[src/design/tcrc_pkg.sv]
package tcrc_pkg;
  // Byte map of the readout registers
  localparam logic [7:0] ADDR_UPPER_MSB = 8'ha0;
  localparam logic [7:0] ADDR_UPPER_LSB = 8'ha1;
  localparam logic [7:0] ADDR_LOWER_MSB = 8'ha2;
  localparam logic [7:0] ADDR_LOWER_LSB = 8'ha3;
  localparam logic [7:0] ADDR_TEMP_MSB = 8'haa;
  localparam logic [7:0] ADDR_TEMP_LSB = 8'hab;

  localparam logic [15:0] UPPER_THR_RESET = 16'h0780;
  localparam logic [15:0] LOWER_THR_RESET = 16'h0500;
  localparam logic [15:0] RESULT_RESET = 16'he200;
  localparam logic [15:0] MASK_13BIT = 16'hfff8;
  localparam logic [15:0] MASK_12BIT = 16'hfff0;
  localparam logic [15:0] MASK_11BIT = 16'hffe0;
  localparam logic [15:0] MASK_10BIT = 16'hffc0;
  localparam logic [1:0] RES_13BIT = 2'h3;

  localparam int CLK_PERIOD_NS = 10;
  localparam int CONV_MAX_MS = 200;
  // Longest time: round down
  localparam int CONV_MAX_CYCLES = CONV_MAX_MS * 1000000 / CLK_PERIOD_NS;
  localparam int CONV_10BIT_CYCLES = CONV_MAX_CYCLES / 8;
  localparam int NV_WRITE_MS = 10;
  localparam int NV_WRITE_CYCLES = NV_WRITE_MS * 1000000 / CLK_PERIOD_NS;
  localparam int GLITCH_NS = 50;
  // Least time: round up
  localparam int GLITCH_CYCLES = (GLITCH_NS + CLK_PERIOD_NS - 1) / CLK_PERIOD_NS;

  typedef enum logic [1:0] {
    ST_POWERUP = 2'b00,
    ST_STANDBY = 2'b01,
    ST_CONVERT = 2'b11
  } tcrc_state_t;
endpackage : tcrc_pkg

[src/design/tcrc_glitch_filter.sv]
`timescale 1ns/100ps
module tcrc_glitch_filter #(
  parameter int STABLE_CYCLES = tcrc_pkg::GLITCH_CYCLES
) (
  input wire logic i_clk,
  input wire logic i_rst,
  input wire logic i_pin,
  output logic o_level
);
  logic sync1_reg;
  logic sync2_reg;
  logic [7:0] cnt_reg;

  always_ff @(posedge i_clk) begin
    if (i_rst) begin
      sync1_reg <= 1'b1;
      sync2_reg <= 1'b1;
    end else begin
      sync1_reg <= i_pin;
      sync2_reg <= sync1_reg;
    end
  end

  // A new level must hold for the full window before it is passed on
  always_ff @(posedge i_clk) begin
    if (i_rst) begin
      cnt_reg <= 8'h00;
      o_level <= 1'b1;
    end else if (sync2_reg == o_level) begin
      cnt_reg <= 8'h00;
    end else if (cnt_reg == 8'(STABLE_CYCLES - 1)) begin
      cnt_reg <= 8'h00;
      o_level <= sync2_reg;
    end else begin
      cnt_reg <= cnt_reg + 8'h01;
    end
  end
endmodule : tcrc_glitch_filter

[src/design/tcrc_conv_timer.sv]
`timescale 1ns/100ps
module tcrc_conv_timer #(
  parameter int BASE_CYCLES = tcrc_pkg::CONV_10BIT_CYCLES
) (
  input wire logic i_clk,
  input wire logic i_rst,
  input wire logic i_start,
  input wire logic i_abort,
  input wire logic [1:0] i_res,
  output logic o_busy,
  output logic o_done
);
  logic [31:0] count_reg;

  // Abort wins over start so a halt always leaves the timer idle
  always_ff @(posedge i_clk) begin
    if (i_rst) begin
      count_reg <= 32'h0;
      o_busy <= 1'b0;
      o_done <= 1'b0;
    end else begin
      o_done <= 1'b0;
      if (i_abort) begin
        o_busy <= 1'b0;
      end else if (i_start) begin
        count_reg <= (32'(BASE_CYCLES) << i_res) - 32'h1;
        o_busy <= 1'b1;
      end else if (o_busy) begin
        if (count_reg == 32'h0) begin
          o_busy <= 1'b0;
          o_done <= 1'b1;
        end else begin
          count_reg <= count_reg - 32'h1;
        end
      end
    end
  end
endmodule : tcrc_conv_timer

[src/design/tcrc_result_ctrl.sv]
// How it works
// - Two resolution bits pick 10 to 13 bits, LSB 0.5 to 0.0625 degrees.
// - Until configuration is written, conversions run at 13 bits.
// - Each extra resolution bit doubles the conversion time.
// - A 13-bit conversion ends within 200 ms; host waits that long.
// - Nonvolatile auto-convert bit picks converting or standby at power-up.
// - Single-conversion bit picks one-shot or continuous operation.
// - Continuous mode converts back to back until halt, then standby.
// - Begin restarts continuous conversions at any time except the power-up cycle or while halt is set.
// - Single mode converts once, then standby until the next begin.
// - Each result is stored as 16-bit two's complement, bytes at AAh, ABh.
// - Bit 15 is sign; bits 14 to 3 weigh 2^7 down to 2^-4.
// - Result bits 2 to 0 always read zero.
// - Only the selected resolution's top bits hold data; the rest are zero.
// - Encoding matches 3E80h for +125, FFC0h for -0.5, E480h for -55.
// - Threshold writes drop the three LSBs, which read back zero.
// - Thresholds hold factory values 0780h upper and 0500h lower.
// - Result register loads E200h at power-up.
// - A nonvolatile write completes within 10 ms; host waits it out.
// - Serial inputs reject glitches narrower than 50 ns.
`timescale 1ns/100ps
module tcrc_result_ctrl #(
  parameter int CONV_10BIT_CYCLES = tcrc_pkg::CONV_10BIT_CYCLES,
  parameter int NV_WRITE_CYCLES = tcrc_pkg::NV_WRITE_CYCLES,
  parameter int GLITCH_CYCLES = tcrc_pkg::GLITCH_CYCLES
) (
  input wire logic I_CLK,
  input wire logic I_SYS_RST,
  input wire logic i_SCL_PIN,
  input wire logic i_SDA_PIN,
  output logic o_SCL_FILT,
  output logic o_SDA_FILT,
  input wire logic i_BEGIN_CMD,
  input wire logic i_HALT_CMD,
  input wire logic i_CONVERT_AT_POWERUP,
  input wire logic i_SINGLE_CONVERSION_SELECT,
  input wire logic i_CONFIG_WR,
  input wire logic i_RESOLUTION_SELECT_HI,
  input wire logic i_RESOLUTION_SELECT_LO,
  input wire logic [12:0] i_SENSOR_CODE,
  input wire logic i_REG_WR,
  input wire logic [7:0] i_REG_ADDR,
  input wire logic [7:0] i_REG_WDATA,
  output logic [7:0] o_REG_RDATA,
  output logic [15:0] o_RESULT,
  output logic o_CONV_DONE,
  output logic o_CONVERTING,
  output logic o_NV_BUSY
);
  tcrc_pkg::tcrc_state_t state_reg;
  logic [1:0] res_reg;
  logic [1:0] conv_res_reg;
  logic [15:0] result_reg;
  logic [15:0] upper_threshold_reg;
  logic [15:0] lower_threshold_reg;
  logic [31:0] nv_cnt_reg;
  logic tmr_start;
  logic tmr_busy;
  logic tmr_done;
  logic nv_wr_ok;
  logic thr_hit;
  logic [15:0] cur_mask;

  function automatic logic [15:0] res_mask(input logic [1:0] res);
    case (res)
      2'h0: res_mask = tcrc_pkg::MASK_10BIT;
      2'h1: res_mask = tcrc_pkg::MASK_11BIT;
      2'h2: res_mask = tcrc_pkg::MASK_12BIT;
      default: res_mask = tcrc_pkg::MASK_13BIT;
    endcase
  endfunction : res_mask

  tcrc_glitch_filter #(.STABLE_CYCLES(GLITCH_CYCLES)) u_scl_filt (
    .i_clk(I_CLK),
    .i_rst(I_SYS_RST),
    .i_pin(i_SCL_PIN),
    .o_level(o_SCL_FILT)
  );

  tcrc_glitch_filter #(.STABLE_CYCLES(GLITCH_CYCLES)) u_sda_filt (
    .i_clk(I_CLK),
    .i_rst(I_SYS_RST),
    .i_pin(i_SDA_PIN),
    .o_level(o_SDA_FILT)
  );

  tcrc_conv_timer #(.BASE_CYCLES(CONV_10BIT_CYCLES)) u_timer (
    .i_clk(I_CLK),
    .i_rst(I_SYS_RST),
    .i_start(tmr_start),
    .i_abort(i_HALT_CMD),
    .i_res(res_reg),
    .o_busy(tmr_busy),
    .o_done(tmr_done)
  );

  // Halt beats begin; a begin during the power-up cycle is dropped
  always_comb begin
    tmr_start = 1'b0;
    if (!i_HALT_CMD) begin
      case (state_reg)
        tcrc_pkg::ST_POWERUP: tmr_start = i_CONVERT_AT_POWERUP;
        tcrc_pkg::ST_STANDBY: tmr_start = i_BEGIN_CMD;
        tcrc_pkg::ST_CONVERT: begin
          tmr_start = i_BEGIN_CMD || (tmr_done && !i_SINGLE_CONVERSION_SELECT);
        end
        default: tmr_start = 1'b0;
      endcase
    end
  end

  assign cur_mask = res_mask(conv_res_reg);
  assign nv_wr_ok = (nv_cnt_reg == 32'h0);
  assign thr_hit = i_REG_WR && (i_REG_ADDR[7:2] == tcrc_pkg::ADDR_UPPER_MSB[7:2]);

  // Power-up cycle samples the auto-convert strap after reset release
  always_ff @(posedge I_CLK) begin
    if (I_SYS_RST) begin
      state_reg <= tcrc_pkg::ST_POWERUP;
    end else begin
      case (state_reg)
        tcrc_pkg::ST_POWERUP: begin
          state_reg <= tmr_start ? tcrc_pkg::ST_CONVERT : tcrc_pkg::ST_STANDBY;
        end
        tcrc_pkg::ST_STANDBY: begin
          if (tmr_start) begin
            state_reg <= tcrc_pkg::ST_CONVERT;
          end
        end
        tcrc_pkg::ST_CONVERT: begin
          if (i_HALT_CMD) begin
            state_reg <= tcrc_pkg::ST_STANDBY;
          end else if (tmr_done && !tmr_start) begin
            state_reg <= tcrc_pkg::ST_STANDBY;
          end
        end
        default: state_reg <= tcrc_pkg::ST_STANDBY;
      endcase
    end
  end

  // Resolution defaults to 13 bits until configuration is written
  always_ff @(posedge I_CLK) begin
    if (I_SYS_RST) begin
      res_reg <= tcrc_pkg::RES_13BIT;
      conv_res_reg <= tcrc_pkg::RES_13BIT;
    end else begin
      if (i_CONFIG_WR) begin
        res_reg <= {i_RESOLUTION_SELECT_HI, i_RESOLUTION_SELECT_LO};
      end
      if (tmr_start) begin
        conv_res_reg <= res_reg;
      end
    end
  end

  // Result: a completed conversion overwrites any software write
  always_ff @(posedge I_CLK) begin
    if (I_SYS_RST) begin
      result_reg <= tcrc_pkg::RESULT_RESET;
    end else if (tmr_done) begin
      result_reg <= {i_SENSOR_CODE, 3'h0} & cur_mask;
    end else if (i_REG_WR && i_REG_ADDR == tcrc_pkg::ADDR_TEMP_MSB) begin
      result_reg[15:8] <= i_REG_WDATA;
    end else if (i_REG_WR && i_REG_ADDR == tcrc_pkg::ADDR_TEMP_LSB) begin
      result_reg[7:0] <= {i_REG_WDATA[7:3], 3'h0};
    end
  end

  // Threshold writes are refused while a nonvolatile write is running
  always_ff @(posedge I_CLK) begin
    if (I_SYS_RST) begin
      upper_threshold_reg <= tcrc_pkg::UPPER_THR_RESET;
      lower_threshold_reg <= tcrc_pkg::LOWER_THR_RESET;
    end else if (thr_hit && nv_wr_ok) begin
      case (i_REG_ADDR[1:0])
        2'h0: upper_threshold_reg[15:8] <= i_REG_WDATA;
        2'h1: upper_threshold_reg[7:0] <= {i_REG_WDATA[7:3], 3'h0};
        2'h2: lower_threshold_reg[15:8] <= i_REG_WDATA;
        default: lower_threshold_reg[7:0] <= {i_REG_WDATA[7:3], 3'h0};
      endcase
    end
  end

  always_ff @(posedge I_CLK) begin
    if (I_SYS_RST) begin
      nv_cnt_reg <= 32'h0;
    end else if (thr_hit && nv_wr_ok) begin
      nv_cnt_reg <= 32'(NV_WRITE_CYCLES);
    end else if (!nv_wr_ok) begin
      nv_cnt_reg <= nv_cnt_reg - 32'h1;
    end
  end

  // Read data follows the address one cycle later; unmapped bytes read zero
  always_ff @(posedge I_CLK) begin
    if (I_SYS_RST) begin
      o_REG_RDATA <= 8'h00;
    end else begin
      case (i_REG_ADDR)
        tcrc_pkg::ADDR_UPPER_MSB: o_REG_RDATA <= upper_threshold_reg[15:8];
        tcrc_pkg::ADDR_UPPER_LSB: o_REG_RDATA <= upper_threshold_reg[7:0];
        tcrc_pkg::ADDR_LOWER_MSB: o_REG_RDATA <= lower_threshold_reg[15:8];
        tcrc_pkg::ADDR_LOWER_LSB: o_REG_RDATA <= lower_threshold_reg[7:0];
        tcrc_pkg::ADDR_TEMP_MSB: o_REG_RDATA <= result_reg[15:8];
        tcrc_pkg::ADDR_TEMP_LSB: o_REG_RDATA <= result_reg[7:0];
        default: o_REG_RDATA <= 8'h00;
      endcase
    end
  end

  always_ff @(posedge I_CLK) begin
    if (I_SYS_RST) begin
      o_RESULT <= tcrc_pkg::RESULT_RESET;
      o_CONV_DONE <= 1'b0;
      o_CONVERTING <= 1'b0;
      o_NV_BUSY <= 1'b0;
    end else begin
      o_RESULT <= result_reg;
      o_CONV_DONE <= tmr_done;
      o_CONVERTING <= tmr_busy;
      o_NV_BUSY <= !nv_wr_ok;
    end
  end

  // Helper: cycles spent in the current conversion
  logic [31:0] conv_len_reg;
  always_ff @(posedge I_CLK) begin
    if (I_SYS_RST || tmr_start || !tmr_busy) begin
      conv_len_reg <= 32'h0;
    end else begin
      conv_len_reg <= conv_len_reg + 32'h1;
    end
  end
endmodule : tcrc_result_ctrl

[config.mk]
export PLATFORM = sky130hd
export DESIGN_NAME = tcrc_result_ctrl
export DESIGN_NICKNAME = d
export VERILOG_FILES = /design/src/design/tcrc_pkg.sv /design/src/design/tcrc_glitch_filter.sv /design/src/design/tcrc_conv_timer.sv /design/src/design/tcrc_result_ctrl.sv
export SDC_FILE = /design/constraint.sdc
export NUM_CORES = 1
export LEC_CHECK = 0
export BUFFER_PORTS_ARGS = -buffer_cell sky130_fd_sc_hd__buf_2
export CORE_MARGIN = 3
export CORE_UTILIZATION = 40
export DETAILED_ROUTE_END_ITERATION = 16
export MAX_ROUTING_LAYER = met4
export SLEW_MARGIN = 40
export SYNTH_ARGS = -nofsm -noshare
export SYNTH_HDL_FRONTEND = slang
export SYNTH_SLANG_ARGS = --single-unit
[constraint.sdc]
create_clock -name I_CLK -period 3.7 [get_ports I_CLK]
set_input_delay 0.37 -clock I_CLK [delete_from_list [all_inputs] [get_ports I_CLK]]
set_output_delay 0.37 -clock I_CLK [all_outputs]
set_load 0.005 [all_outputs]
==> impl_metrics.tcl <==
set metrics [dict create \
    status "complete, no violations" \
    vias 6528 \
    min_path_type "primary input to flop" \
    synthesis.area_sq_um 7430 \
    rsz0062_at_grt "no" \
    gp_congestion 0.798 \
    irDropWorstVdd_mv 0.339 \
    setup_viol 0 \
    dieArea_sq_um 20200 \
    p_sw_share_pct 36.8 \
    crit_path_max_fanout 16 \
    drc 0 \
    period_minus_slack_ns 2.78 \
    ys_seq_area_share_pct 42.3 \
    max_slew_margin_pct 48.5 \
    synth.avg_cell_area_sq_um 8.81 \
    yosysUniqueCellTypes 69 \
    wire_per_inst_um 16.6 \
    cts-root-buf "clkbuf_16" \
    overflow 0 \
    arrival_ns 3.11 \
    worst_pin_slew_ns 0.769 \
    start_kind "flop" \
    critPathKind "flop to flop" \
    via_per_inst 5.82 \
    grt_pass1_vias 6047 \
    drt_wl_total_um 18600 \
    yosys_warnings 0 \
    powerDensity_nw_per_um2 665 \
    hold_ws_ns 0.129 \
    grt_max_degree 60 \
    synthTopCellsByArea "dfxtp_1 42%, a21oi_1 4.1%, or4_1 3.8%, nor2_1 3.1%, nand3_1 3.1%" \
    numCtsBuffers 17 \
    antenna_found_initial 0 \
    synth-edff-count 0 \
    drt_iter0_markers 431 \
    max_cap_viol_count 0 \
    drtPass1Iterations 5 \
    core_sq_um 18100 \
    synthArstFlopShare_pct 0 \
    fin_skew_ns 0.0182 \
    place_inst 1092 \
    syn_inst 843 \
    tns_ns 0 \
    power_frac_comb_pct 32.6 \
    grt_pass1_wl_um 30500 \
    io_pins 70 \
    dieWidth_um 142 \
    drive_gt1_share_pct 16.7 \
    antenna_cells 0 \
    clkSlewWorstSetupHoldPaths_ns 0.06 \
    post-route-period-util_pct 75.2 \
    ys.flop_type "dfxtp_1" \
    cts_setup_buffers 0 \
    nNetsFinal 934 \
    seqPwrFrac_pct 36.4 \
    ant_nets 0 \
    synth.most_common_cell "dfxtp_1" \
    cts.repair.resized 0 \
    hold_buffers 0 \
    yosys_register_bits 157 \
    synth.largest_area_cell "dfxtp_1" \
    p_switching_w 0.00208 \
    htreeDepth 4 \
    p_int_w 0.00356 \
    final_cells 1121 \
    die_h_um 142 \
    synth_top_cell_area_share_pct 42.3 \
    start_util_pct 41.1 \
    final_max_slew_viol_count 0 \
    cts.sinks 157 \
    finalHoldViolCount 0 \
    area_delta_synth_final_pct 14.2 \
    p_clk_share_pct 31.0 \
    rows 49 \
    cts_tree "yes" \
    track_usage_pct 19.1 \
    cp-end-kind "flop" \
    insertion_delay_ns 0.43 \
    place_hpwl_um 12500 \
    synth_common_cells "157 x dfxtp_1, 62 x nor2_1, 61 x a21oi_1, 46 x clkbuf_1, 46 x nand3_1" \
    max_freq_ghz 0.360 \
    leakage_nw 3.10 \
    critPathRequiredTime_ns 4.02 \
    clockBufferDepth 2 \
    io_buffer_count 66 \
]
==> critical path, stage by stage (launching register included) <==
cell       delay [ns]
dfxtp_1          0.37
nor4_1           0.64
nand3_1          0.50
or4_4            0.68
and4_4           0.24
a2111oi_2        0.26
==> placed cells by master, fill, tap and decap left out, drive strengths merged, types with 7 or more instances in the layout <==
master,netlist,final
ha,11,11
nor2,62,62
o211ai,7,7
nor4,21,21
nand4,12,12
xnor2,9,9
nor3,35,35
dfxtp,157,157
nor2b,14,14
o31ai,20,20
inv,19,20
or4,42,42
o21ai,42,42
a211oi,16,16
mux2i,16,16
clkbuf,46,18
a21oi,61,61
mux2,9,9
and3,10,10
and4,9,9
or3,24,24
or2,14,14
nand3,46,46
buf,14,78
nand2,32,32
xor2,10,10
o31a,8,8
a31oi,13,13
a22oi,9,9
==> path summary, 6_finish.rpt <==
kind / slack [ns] / to / cells after the start / from
worst max register to register: 0.92 / u_timer.count_reg[10] / 5 / u_timer.count_reg[2]
worst min-delay path: 0.13 / u_scl_filt.sync1_reg / 2 / i_SCL_PIN
worst max-delay path: 0.92 / u_timer.count_reg[10] / 5 / u_timer.count_reg[2]
worst min register to register: 0.41 / u_scl_filt.sync2_reg / 1 / u_scl_filt.sync1_reg
==> kinds of logic after synthesis <==
logic type | count (synthesis) | synth area share (%)
multiplexers | 30 | 5.04
other | 1 | 0.0505
AO/OA/AOI/OAI | 202 | 17.4
XOR/XNOR | 19 | 2.24
buffers and inverters | 79 | 4.56
adder cells (fa/ha/maj) | 11 | 1.85
flip-flops | 157 | 42.3
AND/OR/NAND/NOR | 344 | 26.5
==> through the flow <==
step                total power, W  setup slack, ns  utilization [%]  cell area [sq um]
global placement           0.00389            0.957             43.7               7900
floorplan                  0.00344            0.960                -               7440
finish                     0.00564            0.919             46.9               8480
detailed placement         0.00391            0.902             43.7               7900
global route               0.00603            0.627             46.9               8480
CTS                        0.00566            0.920             46.9               8480
==> power groups by stage <==
stage	clock network, W	logic (W)	registers [W]
after detailed placement	0	0.00183	0.00208
after global routing	0.00185	0.00210	0.00208
after global placement	0	0.00181	0.00208
after CTS	0.00178	0.00183	0.00205
after floorplan	0	0.00141	0.00203
final	0.00175	0.00184	0.00205
==> cell type report <==
type	count	area (sq um)
Fill cell	1777	9600
Inverter	19	71.3
Clock buffer	18	429
Multi-Input combinational cell	609	3990
Sequential cell	157	3140
Clock inverter	11	146
Timing Repair Buffer	78	420
Tap cell	229	287
==> layer usage <==
metal	global-route usage [%]	wire length (um)
met4	5.15	136
met1	25.3	8830
met2	29.5	8860
met3	4.17	740
met5	-	0
Power figures use the tool's default switching activity.
